File: config.mk
export PLATFORM = sky130hd
export DESIGN_NAME = cpa_arbiter
export DESIGN_NICKNAME = d
export VERILOG_FILES = /design/src/verilog/cpa_pkg.sv /design/src/verilog/cpa_lane.sv /design/src/verilog/cpa_arbiter.sv
export SDC_FILE = /design/constraint.sdc
export NUM_CORES = 1
export LEC_CHECK = 0
export BUFFER_PORTS_ARGS = -buffer_cell sky130_fd_sc_hd__buf_4
export CAP_MARGIN = 10
export CORE_MARGIN = 2
export CORE_UTILIZATION = 45
export DETAILED_ROUTE_END_ITERATION = 8
export PLACE_DENSITY_LB_ADDON = 0.15
export SLEW_MARGIN = 25
export SYNTH_ARGS = -nofsm -noshare
export SYNTH_HDL_FRONTEND = slang
export SYNTH_SLANG_ARGS = --single-unit
File: constraint.sdc
create_clock -name core_clk -period 4.2 [get_ports core_clk]
set_input_delay 0.84 -clock core_clk [delete_from_list [all_inputs] [get_ports core_clk]]
set_output_delay 0.84 -clock core_clk [all_outputs]
set_load 0.01 [all_outputs]
File: src/verilog/cpa_pkg.sv
// constants, states and pin carriers for the channel priority arbiter
package cpa_pkg;

    // ======================================================================
    // timing
    localparam int CLK_PERIOD_NS  = 50;    // core_clk at 20 MHz
    localparam int TMR_W          = 8;
    localparam int RELEASE_MAX_NS = 7800;  // channel_request_n to channel release
    localparam int EXIT_DELAY_NS  = 100;   // inactive exit alternate delay
    localparam int ABORT_PULSE_NS = 85;    // aborted cycle status width
    localparam int BURST_MAX_NS   = 50;    // grant to burst line active
    localparam int STAT_NS        = 100;   // status phase of a cycle
    localparam int CMD_NS         = 100;   // command phase of a cycle

    // longest times round down, least times round up, never below one
    localparam int RELEASE_MAX_CYC = RELEASE_MAX_NS / CLK_PERIOD_NS;
    localparam logic [TMR_W-1:0] EXIT_CNT =
        TMR_W'((EXIT_DELAY_NS + CLK_PERIOD_NS - 1) / CLK_PERIOD_NS);
    localparam logic [TMR_W-1:0] ABORT_CNT =
        TMR_W'((ABORT_PULSE_NS + CLK_PERIOD_NS - 1) / CLK_PERIOD_NS);
    localparam int BURST_MAX_CYC =
        (BURST_MAX_NS / CLK_PERIOD_NS) < 1 ? 1 : BURST_MAX_NS / CLK_PERIOD_NS;
    localparam logic [TMR_W-1:0] STAT_CNT =
        TMR_W'((STAT_NS + CLK_PERIOD_NS - 1) / CLK_PERIOD_NS);
    localparam logic [TMR_W-1:0] CMD_CNT =
        TMR_W'((CMD_NS + CLK_PERIOD_NS - 1) / CLK_PERIOD_NS);

    // ======================================================================
    // arbitration encodings
    localparam int         LEVEL_W       = 4;
    localparam logic [3:0] LEVEL_DEFAULT = 4'hF;  // default master level
    localparam logic       GP_ARB        = 1'b1;  // grant_phase arbitrate
    localparam logic       GP_GNT        = 1'b0;  // grant_phase grant

    // ======================================================================
    // states
    typedef enum logic [3:0] {
        CPA_IDLE     = 4'h0,
        CPA_WAIT     = 4'h1,
        CPA_COMPETE  = 4'h2,
        CPA_OWN      = 4'h3,
        CPA_ABORT    = 4'h4,
        CPA_END      = 4'h5,
        CPA_INACTIVE = 4'h6,
        CPA_EXIT     = 4'h7
    } cpa_state_e;

    typedef enum logic [1:0] {
        CPA_PH_NONE = 2'h0,
        CPA_PH_STAT = 2'h1,
        CPA_PH_CMD  = 2'h2
    } cpa_phase_e;

    // ======================================================================
    // pin carriers; every line except grant_phase is active low and released when not driven
    typedef struct packed {
        logic       grant_phase;
        logic       channel_request_n;
        logic       burst_n;
        logic       status0_n;
        logic       status1_n;
        logic       cmd_n;
        logic [3:0] priority_lines;
    } cpa_pins_in_s;

    typedef struct packed {
        logic       channel_request_n;
        logic       burst_n;
        logic       status0_n;
        logic       status1_n;
        logic       cmd_n;
        logic       address_latch_n;
        logic [3:0] priority_lines;
    } cpa_pins_drv_s;

endpackage : cpa_pkg

File: src/verilog/cpa_lane.sv
// bit-serial priority compare and open-collector drive of the level lines
`timescale 1ns/1ps
module cpa_lane #(
    parameter int LEVEL_W = 4
) (
    input  wire logic               core_clk,
    input  wire logic               resetn,
    input  wire logic               en,
    input  wire logic [LEVEL_W-1:0] level,
    input  wire logic [LEVEL_W-1:0] bus,
    output logic      [LEVEL_W-1:0] drive_oe,
    output logic                    match
);
    // ======================================================================
    // elaboration check
    if (LEVEL_W < 1 || LEVEL_W > 8)
    begin : g_bad_width
        $error("cpa_lane: LEVEL_W out of range");
    end

    // ======================================================================
    // agreement chain from the top line down
    wire logic [LEVEL_W:0] ok;
    assign ok[LEVEL_W] = 1'b1;

    // a line is pulled low for a zero bit only while all higher lines agree
    for (genvar i = 0; i < LEVEL_W; i++)
    begin : g_bit
        assign ok[i]       = ok[i+1] & (bus[i] == level[i]);
        assign drive_oe[i] = en & ok[i+1] & ~level[i];
    end

    assign match = ok[0];
endmodule : cpa_lane

File: src/verilog/cpa_arbiter.sv
// local arbiter and channel owner sequencer for one arbitrating participant
//
// Notes on behaviour
// - four level lines give sixteen levels; zero wins, F loses.
// - join a cycle only if requesting before the cycle starts.
// - control point opens a cycle by arbitrate state; competitors drive.
// - compare from top line; mismatch stops lower lines until match.
// - lowest level presented owns channel when grant state returns.
// - won indication is false while grant_phase is arbitrate.
// - burst line held until transfers done or another requests.
// - burst line only after grant, held past start of last cycle.
// - on another request, release and end transfer within 7.8 us.
// - in arbitrate state only request and level lines stay driven.
// - new owner starts a cycle; abort is a bare status pulse.
// - drop the request line once ownership is gained.
// - bursting participants have a fairness enable bit.
// - release even without fairness; fairness adds inactive state.
// - inactive participant neither requests nor arbitrates.
// - leave inactive after request idle, then status edge or delay.
// - alternate exit delay is at least 100 ns.
// - aborted cycle status pulse is at least 85 ns wide.
// - burst line active within 50 ns of grant.
`timescale 1ns/1ps
module cpa_arbiter #(
    parameter int LEVEL_W = cpa_pkg::LEVEL_W
) (
    input  wire logic                  core_clk,
    input  wire logic                  resetn,
    input  wire logic                  req,
    input  wire logic [LEVEL_W-1:0]    arb_level,
    input  wire logic                  burst_mode,
    input  wire logic                  fairness_en,
    input  wire logic                  abort_first,
    input  wire logic                  xfer_go,
    input  wire logic                  xfer_last,
    input  wire cpa_pkg::cpa_pins_in_s pins_in,
    output cpa_pkg::cpa_pins_drv_s     pins_out,
    output cpa_pkg::cpa_pins_drv_s     pins_oe,
    output logic                       arbitration_won,
    output logic                       xfer_busy,
    output logic                       inactive,
    output logic                       channel_request_n_seen
);
    // ======================================================================
    // elaboration check
    if (LEVEL_W != cpa_pkg::LEVEL_W)
    begin : g_bad_width
        $error("cpa_arbiter: level width must match the pin carrier");
    end

    // ======================================================================
    // decoding used in several places
    function automatic logic is_owner(input cpa_pkg::cpa_state_e s);
        is_owner = (s == cpa_pkg::CPA_OWN) || (s == cpa_pkg::CPA_ABORT);
    endfunction : is_owner

    // ======================================================================
    // pin synchronisers
    cpa_pkg::cpa_pins_in_s sync1_r;
    cpa_pkg::cpa_pins_in_s sync2_r;
    logic                  stat_prev_r;
    wire logic stat_any  = ~sync2_r.status0_n | ~sync2_r.status1_n;

    // two stages before any logic looks at a pin
    always_ff @(posedge core_clk)
    begin
        if (!resetn)
        begin
            sync1_r     <= '1;
            sync2_r     <= '1;
            stat_prev_r <= 1'b0;
        end
        else
        begin
            sync1_r     <= pins_in;
            sync2_r     <= sync1_r;
            stat_prev_r <= stat_any;
        end
    end

    // ======================================================================
    // state
    cpa_pkg::cpa_state_e state_r,   state_nxt;
    cpa_pkg::cpa_phase_e phase_r,   phase_nxt;
    logic [cpa_pkg::TMR_W-1:0] cnt_r,   cnt_nxt;
    logic [cpa_pkg::TMR_W-1:0] tmr_r,   tmr_nxt;
    logic                saw_gnt_r, saw_gnt_nxt;
    logic                channel_request_n_r, channel_request_n_nxt;
    logic                last_r,    last_nxt;
    logic                first_r,   first_nxt;
    logic                burst_r,   burst_nxt;
    logic [2:0]          req_hist_r;

    // ======================================================================
    // decoded pin views
    wire logic gp_arb    = (sync2_r.grant_phase == cpa_pkg::GP_ARB);
    wire logic stat_fall = stat_prev_r & ~stat_any;   // status trailing edge
    wire logic req_drv   = (state_r == cpa_pkg::CPA_WAIT) ||
                           (state_r == cpa_pkg::CPA_COMPETE);
    // a low request line that our own recent drive cannot explain
    wire logic other_req = ~sync2_r.channel_request_n &
                           ~req_drv & ~(|req_hist_r);
    wire logic compete   = (state_r == cpa_pkg::CPA_COMPETE) & gp_arb;
    wire logic own       = is_owner(state_r);
    wire logic cnt_done  = (cnt_r == cpa_pkg::TMR_W'(1));
    wire logic [LEVEL_W-1:0] lane_oe;
    wire logic               lane_match;

    // ======================================================================
    // local arbiter lane
    cpa_lane #(
        .LEVEL_W (LEVEL_W)
    ) u_lane (
        .core_clk (core_clk),
        .resetn   (resetn),
        .en       (compete),
        .level    (arb_level),
        .bus      (sync2_r.priority_lines),
        .drive_oe (lane_oe),
        .match    (lane_match)
    );

    // ======================================================================
    // next-state logic
    always_comb
    begin
        state_nxt   = state_r;
        phase_nxt   = phase_r;
        cnt_nxt     = cnt_r;
        saw_gnt_nxt = saw_gnt_r;
        channel_request_n_nxt = channel_request_n_r | (own & other_req);
        last_nxt    = last_r;
        first_nxt   = first_r;
        burst_nxt   = burst_r;
        tmr_nxt     = (own && channel_request_n_r) ? tmr_r + 1'b1 : '0;
        unique case (state_r)
            cpa_pkg::CPA_IDLE:
            begin
                if (req)
                begin
                    state_nxt   = cpa_pkg::CPA_WAIT;
                    saw_gnt_nxt = ~gp_arb;
                end
            end
            cpa_pkg::CPA_WAIT:
            begin
                if (!req)
                    state_nxt = cpa_pkg::CPA_IDLE;
                else if (!gp_arb)
                    saw_gnt_nxt = 1'b1;
                else if (saw_gnt_r)
                    state_nxt = cpa_pkg::CPA_COMPETE;
            end
            cpa_pkg::CPA_COMPETE:
            begin
                if (!gp_arb)
                begin
                    if (lane_match)
                    begin
                        state_nxt   = cpa_pkg::CPA_OWN;
                        burst_nxt   = burst_mode;
                        first_nxt   = 1'b1;
                        channel_request_n_nxt = 1'b0;
                        last_nxt    = ~burst_mode;
                        phase_nxt   = cpa_pkg::CPA_PH_NONE;
                    end
                    else
                    begin
                        state_nxt   = cpa_pkg::CPA_WAIT;
                        saw_gnt_nxt = 1'b1;
                    end
                end
            end
            cpa_pkg::CPA_OWN:
            begin
                if (gp_arb)
                begin
                    // channel taken back by the control point
                    state_nxt = cpa_pkg::CPA_END;
                    burst_nxt = 1'b0;
                    phase_nxt = cpa_pkg::CPA_PH_NONE;
                end
                else if (phase_r == cpa_pkg::CPA_PH_NONE)
                begin
                    if (first_r && abort_first)
                    begin
                        state_nxt = cpa_pkg::CPA_ABORT;
                        cnt_nxt   = cpa_pkg::ABORT_CNT;
                        burst_nxt = 1'b0;
                    end
                    else if (xfer_go)
                    begin
                        phase_nxt = cpa_pkg::CPA_PH_STAT;
                        cnt_nxt   = cpa_pkg::STAT_CNT;
                        first_nxt = 1'b0;
                        last_nxt  = last_r | xfer_last | channel_request_n_r;
                    end
                    else if (channel_request_n_r || (last_r && !first_r))
                    begin
                        state_nxt = cpa_pkg::CPA_END;
                        burst_nxt = 1'b0;
                    end
                end
                else if (cnt_done)
                begin
                    if (phase_r == cpa_pkg::CPA_PH_STAT)
                    begin
                        phase_nxt = cpa_pkg::CPA_PH_CMD;
                        cnt_nxt   = cpa_pkg::CMD_CNT;
                        if (last_r)
                            burst_nxt = 1'b0;
                    end
                    else
                    begin
                        phase_nxt = cpa_pkg::CPA_PH_NONE;
                        if (last_r)
                        begin
                            state_nxt = cpa_pkg::CPA_END;
                            burst_nxt = 1'b0;
                        end
                    end
                end
                else
                    cnt_nxt = cnt_r - 1'b1;
            end
            cpa_pkg::CPA_ABORT:
            begin
                if (cnt_done)
                    state_nxt = cpa_pkg::CPA_END;
                else
                    cnt_nxt = cnt_r - 1'b1;
            end
            cpa_pkg::CPA_END:
            begin
                // hold end of transfer until the next cycle opens
                if (gp_arb)
                    state_nxt = (fairness_en && channel_request_n_r) ?
                                cpa_pkg::CPA_INACTIVE : cpa_pkg::CPA_IDLE;
            end
            cpa_pkg::CPA_INACTIVE:
            begin
                if (sync2_r.channel_request_n)
                begin
                    state_nxt = cpa_pkg::CPA_EXIT;
                    cnt_nxt   = cpa_pkg::EXIT_CNT;
                end
            end
            cpa_pkg::CPA_EXIT:
            begin
                if (stat_fall || cnt_done)
                    state_nxt = cpa_pkg::CPA_IDLE;
                else
                    cnt_nxt = cnt_r - 1'b1;
            end
            default:
                state_nxt = cpa_pkg::CPA_IDLE;
        endcase
    end

    // ======================================================================
    // state registers
    always_ff @(posedge core_clk)
    begin
        if (!resetn)
        begin
            state_r    <= cpa_pkg::CPA_IDLE;
            phase_r    <= cpa_pkg::CPA_PH_NONE;
            cnt_r      <= '0;
            tmr_r      <= '0;
            saw_gnt_r  <= 1'b0;
            channel_request_n_r  <= 1'b0;
            last_r     <= 1'b0;
            first_r    <= 1'b0;
            burst_r    <= 1'b0;
            req_hist_r <= '0;
        end
        else
        begin
            state_r    <= state_nxt;
            phase_r    <= phase_nxt;
            cnt_r      <= cnt_nxt;
            tmr_r      <= tmr_nxt;
            saw_gnt_r  <= saw_gnt_nxt;
            channel_request_n_r  <= channel_request_n_nxt;
            last_r     <= last_nxt;
            first_r    <= first_nxt;
            burst_r    <= burst_nxt;
            req_hist_r <= {req_hist_r[1:0], req_drv};
        end
    end

    // ======================================================================
    // pin drive: every line is pulled low when enabled
    wire logic stat_oe = (state_r == cpa_pkg::CPA_ABORT) ||
                         (state_r == cpa_pkg::CPA_OWN &&
                          phase_r == cpa_pkg::CPA_PH_STAT);
    wire logic cmd_oe  = (state_r == cpa_pkg::CPA_OWN) &&
                         (phase_r == cpa_pkg::CPA_PH_CMD);

    assign pins_out = '0;
    assign pins_oe.channel_request_n = req_drv;
    assign pins_oe.burst_n           = burst_r & own;
    assign pins_oe.status0_n         = stat_oe;
    assign pins_oe.status1_n         = stat_oe;
    assign pins_oe.cmd_n             = cmd_oe;
    assign pins_oe.address_latch_n   = stat_oe &
                                       (state_r != cpa_pkg::CPA_ABORT);
    assign pins_oe.priority_lines    = lane_oe;

    // ======================================================================
    // user-side status
    assign arbitration_won = own & ~gp_arb;
    assign xfer_busy       = own & (phase_r != cpa_pkg::CPA_PH_NONE);
    assign inactive        = (state_r == cpa_pkg::CPA_INACTIVE) ||
                             (state_r == cpa_pkg::CPA_EXIT);
    assign channel_request_n_seen    = channel_request_n_r;
endmodule : cpa_arbiter

==> reports/qor.yml, run 1 <==
status: "complete, no violations"
rows: 24
grt_max_degree: 41
synth_edf_count: 0
path_class: "flop to output port"
wl_met2_um: 2050
power.leakage_nw: 0.939
cp_top_family: "simple AND/OR/NAND/NOR gates"
antenna_found_initial: 0
wl_met1_um: 2000
drtAntennaViolNets: 0
num_vias: 1757
io_pins: 46
synthArstFlopShare_pct: 0
cts-root-buf: "clkbuf_8"
fin_area_mm2: 0.00234
setup_violations: 0
maxSlewHeadroom_pct: 56.4
maxCapViolCount: 0
synth_most_common_cell: "dfxtp_1"
dp_cells: 307
cts_hold_buf: 0
cp.required_ns: 3.36
cp_max_fo: 15
fin_crit_ns: 3.09
dr.first_iter.drc_count: 148
numCtsBuffers: 5
hold_class: "flop to flop"
final_layout_size_suffix_gt1_share_pct: 20.5
startpoint_type: "flop"
netlist_area_mm2: 0.00206
critPathSlowestCell: "dfxtp_1"
initial_core_util_pct: 46.9
routed.top_layer: "met4"
synth.yosys.seq_area_share_pct: 37.0
clk-insertion-delay-late_ns: 0.29
fin_cells: 315
synth_area_leaders: "dfxtp_1, nand2b_1, buf_4"
detailed_place.area_mm2: 0.00225
core_area_mm2: 0.00438
routed_via_density: 5.58
path_buf_inv: 1
fmax_ghz: 0.324
portBuffers: 33
wl_per_cell_um: 13.9
grt_pass1_vias: 1583
fillers: 425
cpPeakStageDelay_ns: 0.61
hpwl_um: 3120
path_clk_slew_ns: 0.08
synth_top_area_share_pct: 37.0
synth_ff_type: "dfxtp_1"
syn_to_final_growth_pct: 13.9
postCtsSetupBuffers: 0
ir_worst_vdd_mv: 0.210
tightest_slew_ns: 0.652
yosysWarningCount: 0
fin_nets: 286
grt_pass1_wl_um: 7360
clk_path_buf_depth: 2
yosysUniqueCellTypes: 56
power_density_mw_per_mm2: 425
firstDrtPassIters: 4
finalClockSkew_ns: 0.00763
htreeDepth: 2
rsz0062_at_grt: "false"
gp_congestion: 0.809
wl_um: 4370
floorplan.die_area_mm2: 0.00513
die_w_um: 71.6
numClockSinks: 38
postSynthCellCount: 239
die_h_um: 71.6
slew_violations: 0
grt_util_all_layers_pct: 18.2
grt-ovfl-total: 0
endpoint_kind: "output port"
tritoncts: "built"
syn_avg_cell_area_um2: 8.61
ys_seq_elements: 38
netlist_top_cells_count: "dfxtp_1, nand2b_1, nor2_1"
met3_length_um: 266
critical_path_arrival_ns: 2.25
crit_chain: "nand2b_1 > nor2_1 > nand2_1 > or3_1 > nor3_1 > buf_4"
antenna_cells: 0
period_share_pct: 73.5
post_cts_resized: 0
yosysTopAreaCell: "dfxtp_1"
remaining_drc_errors: 0
post-route-util_pct: 53.5
setup-tns-final_ns: 0
finalHoldViolations: 0
[placed cells by master, fill, tap and decap left out, types with 3 or more instances in the layout]
| cell | netlist | routed |
|---|---|---|
| o21ai_0 | 6 | 6 |
| a31oi_1 | 3 | 3 |
| nor3_1 | 5 | 5 |
| buf_4 | 14 | 33 |
| nand2_1 | 15 | 15 |
| conb_1 | 1 | 10 |
| o221a_2 | 3 | 3 |
| a21oi_1 | 10 | 10 |
| o211ai_1 | 4 | 4 |
| or2_2 | 4 | 4 |
| a211oi_1 | 4 | 4 |
| nor2_1 | 17 | 17 |
| xor2_1 | 4 | 4 |
| and3_1 | 3 | 3 |
| and2_1 | 5 | 5 |
| clkbuf_8 | 0 | 6 |
| inv_1 | 5 | 5 |
| o311ai_0 | 3 | 3 |
| nand2b_1 | 26 | 26 |
| o32ai_1 | 4 | 4 |
| nor3b_1 | 3 | 3 |
| nand3_1 | 6 | 6 |
| dfxtp_1 | 38 | 38 |
| or3_1 | 4 | 4 |
[worst reg2reg max path, delay by kind of cell, from the launching register on]
family	cells	cell delay [ns]
flip-flops	1	0.68
AO/OA/AOI/OAI	1	0.32
AND/OR/NAND/NOR	4	1.30
[layout make-up]
| class | instances | area (µm²) | share of cell area (%) |
|---|---|---|---|
| inverters | 5 | 18.8 | 0.800 |
| clock inverters | 2 | 12.5 | 0.534 |
| repair buffers | 33 | 248 | 10.6 |
| flip-flops and latches | 38 | 761 | 32.4 |
| well taps | 52 | 65.1 | 2.77 |
| multi-input cells | 179 | 1160 | 49.4 |
| clock buffers | 6 | 82.6 | 3.52 |
[cells by family after synthesis]
| kind of cell | after synthesis | synth area share [%] |
|---|---|---|
| other cells | 1 | 0.182 |
| mux | 2 | 0.973 |
| flops | 38 | 37.0 |
| buf+inv | 31 | 8.45 |
| simple gates | 102 | 28.0 |
| compound gates | 59 | 22.5 |
| xor+xnor | 4 | 1.70 |
| fa+ha+maj | 2 | 1.22 |
[state kept, by name (all words and copies together) (netlist names)]
name	flops
sync2_r	7
first_r	1
cnt_r	8
burst_r	1
sync1_r	8
channel_request_n_seen	1
phase_r	2
stat_prev_r	1
last_r	1
saw_gnt_r	1
req_hist_r	3
state_r	3
gp_arb	1
[per-layer routing]
layer / global-route usage, % / up-vias
met5: 0 / -
met4: 7.13 / 0
li1: - / 886
met3: 3.38 / 7
met1: 24.8 / 823
met2: 28.6 / 41
[stage by stage]
stage | setup slack (ns) | total power [W] | hold slack (ns)
floorplan | 1.69 | 0.000687 | 0.386
global placement | 1.42 | 0.000741 | 0.390
detailed placement | 1.43 | 0.000741 | 0.392
CTS | 1.10 | 0.00100 | 0.411
global route | 0.879 | 0.00107 | 0.429
finish | 1.11 | 0.000997 | 0.410
[power by group]
part / leakage, nW / internal [W] / switching [W] / total (W)
Clock: 0.0472 / 0.000132 / 0.000131 / 0.000263
Combinational: 0.580 / 0.000135 / 0.000151 / 0.000285
Sequential: 0.311 / 0.000393 / 0.0000559 / 0.000449
Total: 0.939 / 0.000660 / 0.000337 / 0.000997
[final timing paths]
path | cells after the start | slack (ns) | end | startpoint
worst max-delay path | 6 | 1.11 | pins_oe[0] | state_r[1]
worst min register to register | 1 | 0.41 | sync2_r[6] | sync1_r[6]
worst max register to register | 5 | 1.81 | cnt_r[4] | state_r[0]
worst min-delay path | 1 | 0.41 | sync2_r[6] | sync1_r[6]
No activity file was read; power rests on OpenSTA's default activity.
==> run 2, diff against run 1 <==
--- a/config.mk
+++ b/config.mk
@@ -5,6 +5,7 @@
 export SDC_FILE = /design/constraint.sdc
 export NUM_CORES = 1
 export LEC_CHECK = 0
+export ABC_AREA = 1
 export BUFFER_PORTS_ARGS = -buffer_cell sky130_fd_sc_hd__buf_4
 export CAP_MARGIN = 10
 export CORE_MARGIN = 2
==> constraint.sdc (replaced) <==
create_clock -name core_clk -period 2.6 [get_ports core_clk]
set_input_delay 0.52 -clock core_clk [delete_from_list [all_inputs] [get_ports core_clk]]
set_output_delay 0.52 -clock core_clk [all_outputs]
set_load 0.01 [all_outputs]
==> run 2 against run 1 <==
First-iteration DRC count is 26% lower. Worst setup slack worse by 0.88 ns. Combinational power grew to 4.1 times the previous value. Clock power is 140% higher. Synthesized area is 10% higher. Global-route usage is 0.47 points higher. Count of clock-buffer cells in the layout stayed put. Flip-flop and latch count stayed put. Final cell count is 36% higher. Sequential share of layout area is 3.5 points lower. Synthesized cell count is 38% higher. Hold slack better by 0.0018 ns. Critical endpoint is now xfer_busy. Largest power group is now combinational cells.
==> reports/qor.yml, run 2 <==
ys_seq_elements: 38
startpoint_type: "flop"
ir_worst_vdd_mv: 0.408
finalHoldViolations: 0
hold_depth: 2
final_layout_size_suffix_gt1_share_pct: 23.5
numClockSinks: 38
critical_path_arrival_ns: 1.85
r2r_slack_ns: 0.71
antenna_found_initial: 0
htreeDepth: 2
layout_commonest_cell: "nand2_1"
grt-ovfl-total: 0
hold_path_end: "sync1_r[3]"
syn_to_final_growth_pct: 16.0
tightest_slew_ns: 0.638
synth_area_leaders: "dfxtp_1, nand2_1, nor2_1"
r2r-end: "state_r[2]"
fillers: 485
wl_per_cell_um: 11.4
core_area_mm2: 0.00479
remaining_drc_errors: 0
period_share_pct: 91.2
wl_um: 4890
clk_path_buf_depth: 2
numCtsBuffers: 5
slew_violations: 0
synth_top_area_share_pct: 33.5
postSynthCellCount: 331
tritoncts: "built"
swShare_pct: 41.9
firstDrtPassIters: 4
combPwrFrac_pct: 44.5
post-route-util_pct: 55.0
fin_nets: 384
maxSlewHeadroom_pct: 57.4
grt_pass1_wl_um: 8000
hp-start: "pins_in[3]"
cts_hold_buf: 0
yosysTopAreaCell: "dfxtp_1"
cp.required_ns: 2.08
path_clk_slew_ns: 0.08
finalClockSkew_ns: 0.00692
p_seq_share_pct: 31.8
drtAntennaViolNets: 0
r2r_cells: 7
r2r-start: "state_r[0]"
num_vias: 2068
fin_cells: 428
netlist_area_mm2: 0.00227
grt_pass1_vias: 1764
clockPowerShare_pct: 23.7
antenna_cells: 0
rows: 25
grt_util_all_layers_pct: 18.7
power.leakage_nw: 1.30
io_pins: 46
finalWorstSetupSlack_ns: 0.230
portBuffers: 33
top_regs: "cnt_r: 8 flops, sync1_r: 8 flops, sync2_r: 7 flops"
hpwl_um: 3720
postCtsSetupBuffers: 0
maxCapViolCount: 0
synth.yosys.seq_area_share_pct: 33.5
synthArstFlopShare_pct: 0
path_class: "flop to output port"
multi_input_area_mm2: 0.00124
die_w_um: 75.0
routed_via_density: 4.83
floorplan.die_area_mm2: 0.00563
fin_crit_ns: 2.37
setup-tns-final_ns: 0
critPathLaunch: "state_r[0]"
synth_edf_count: 0
pre_cts_ws_ns: 0.551
rsz0062_at_grt: "false"
syn_avg_cell_area_um2: 6.86
initial_core_util_pct: 47.4
cts-root-buf: "clkbuf_8"
synth_most_common_cell: "nand2_1"
post_cts_resized: 0
setup_violations: 0
grt_max_degree: 26
synth_ff_type: "dfxtp_1"
power_density_mw_per_mm2: 1000
yosysWarningCount: 0
fmax_ghz: 0.422
die_h_um: 75.0
dp_cells: 420
p_int_w: 0.00154
status: "complete, no violations"
dr.first_iter.drc_count: 110
clk-insertion-delay-late_ns: 0.29
p_total_w: 0.00264
regArea_um2: 761
layout_common_cells: "nand2_1, nor2_1, dfxtp_1"
hold_class: "primary input to flop"
p_switching_w: 0.00111
gp_congestion: 0.834
netlist_top_cells_count: "nand2_1, nor2_1, dfxtp_1"
endpoint_kind: "output port"
yosysUniqueCellTypes: 35
cp_max_fo: 11
## run 2: routing by layer
metal | wire [µm] | vias to the layer above | GRT usage [%] | part of all wire [%]
li1 | - | 1075 | - | -
met1 | 2480 | 932 | 27.0 | 51
met2 | 2090 | 52 | 27.7 | 43
met3 | 236 | 9 | 3.88 | 4.8
met4 | 72 | 0 | 6.15 | 1.5
met5 | 0 | - | 0 | 0
## run 2: metrics by stage
step / hold slack (ns) / cell area, µm²
5_1_grt: 0.404 / 2630
3_3_place_gp: 0.393 / 2490
4_1_cts: 0.407 / 2630
3_5_place_dp: 0.398 / 2490
6_report: 0.412 / 2630
2_1_floorplan: 0.393 / 2300
## run 2: area by class of cell
type	count	area share [%]
timing repair buffer	34	9.70
multi-input combinational	244	47.2
inverter	37	5.56
clock inverter	2	2.28
tap	67	3.18
clock buffer	6	3.14
sequential	38	28.9
## run 2: kinds of logic (layout without fill, tap and decap cells)
group	Yosys count	count (layout)	share of synthesized area [%]
adders and majority gates	2	2	1.10
buffers and inverters	58	79	13.2
and+or+nand+nor	200	200	43.8
DFF	38	38	33.5
xor gates and xnor gates	5	5	1.93
AOI/OAI and AO/OA	27	27	6.34
other	1	10	0.165
## run 2: power groups by stage
| stage | clock network (W) | logic (W) | registers, W |
|---|---|---|---|
| floorplan | 0 | 0.00106 | 0.000748 |
| global placement | 0 | 0.00116 | 0.000852 |
| detailed placement | 0 | 0.00117 | 0.000850 |
| CTS | 0.000633 | 0.00118 | 0.000838 |
| global route | 0.000664 | 0.00134 | 0.000857 |
| finish | 0.000626 | 0.00118 | 0.000840 |
## run 2: critical path, cell delays in order (launching register included)
cell and delay [ns]:
dfxtp_1 0.69, nand3_2 0.32, nand2_1 0.22, inv_1 0.09, nor2_1 0.11, buf_4 0.13
## run 2: worst max path at each step
stage,to,slack (ns),depth (start not counted)
after floorplan,pins_oe[6],0.93,6
after detailed placement,xfer_busy,0.55,5
final,xfer_busy,0.23,5
after CTS,xfer_busy,0.23,5
after global routing,xfer_busy,0.10,5
after global placement,xfer_busy,0.55,5
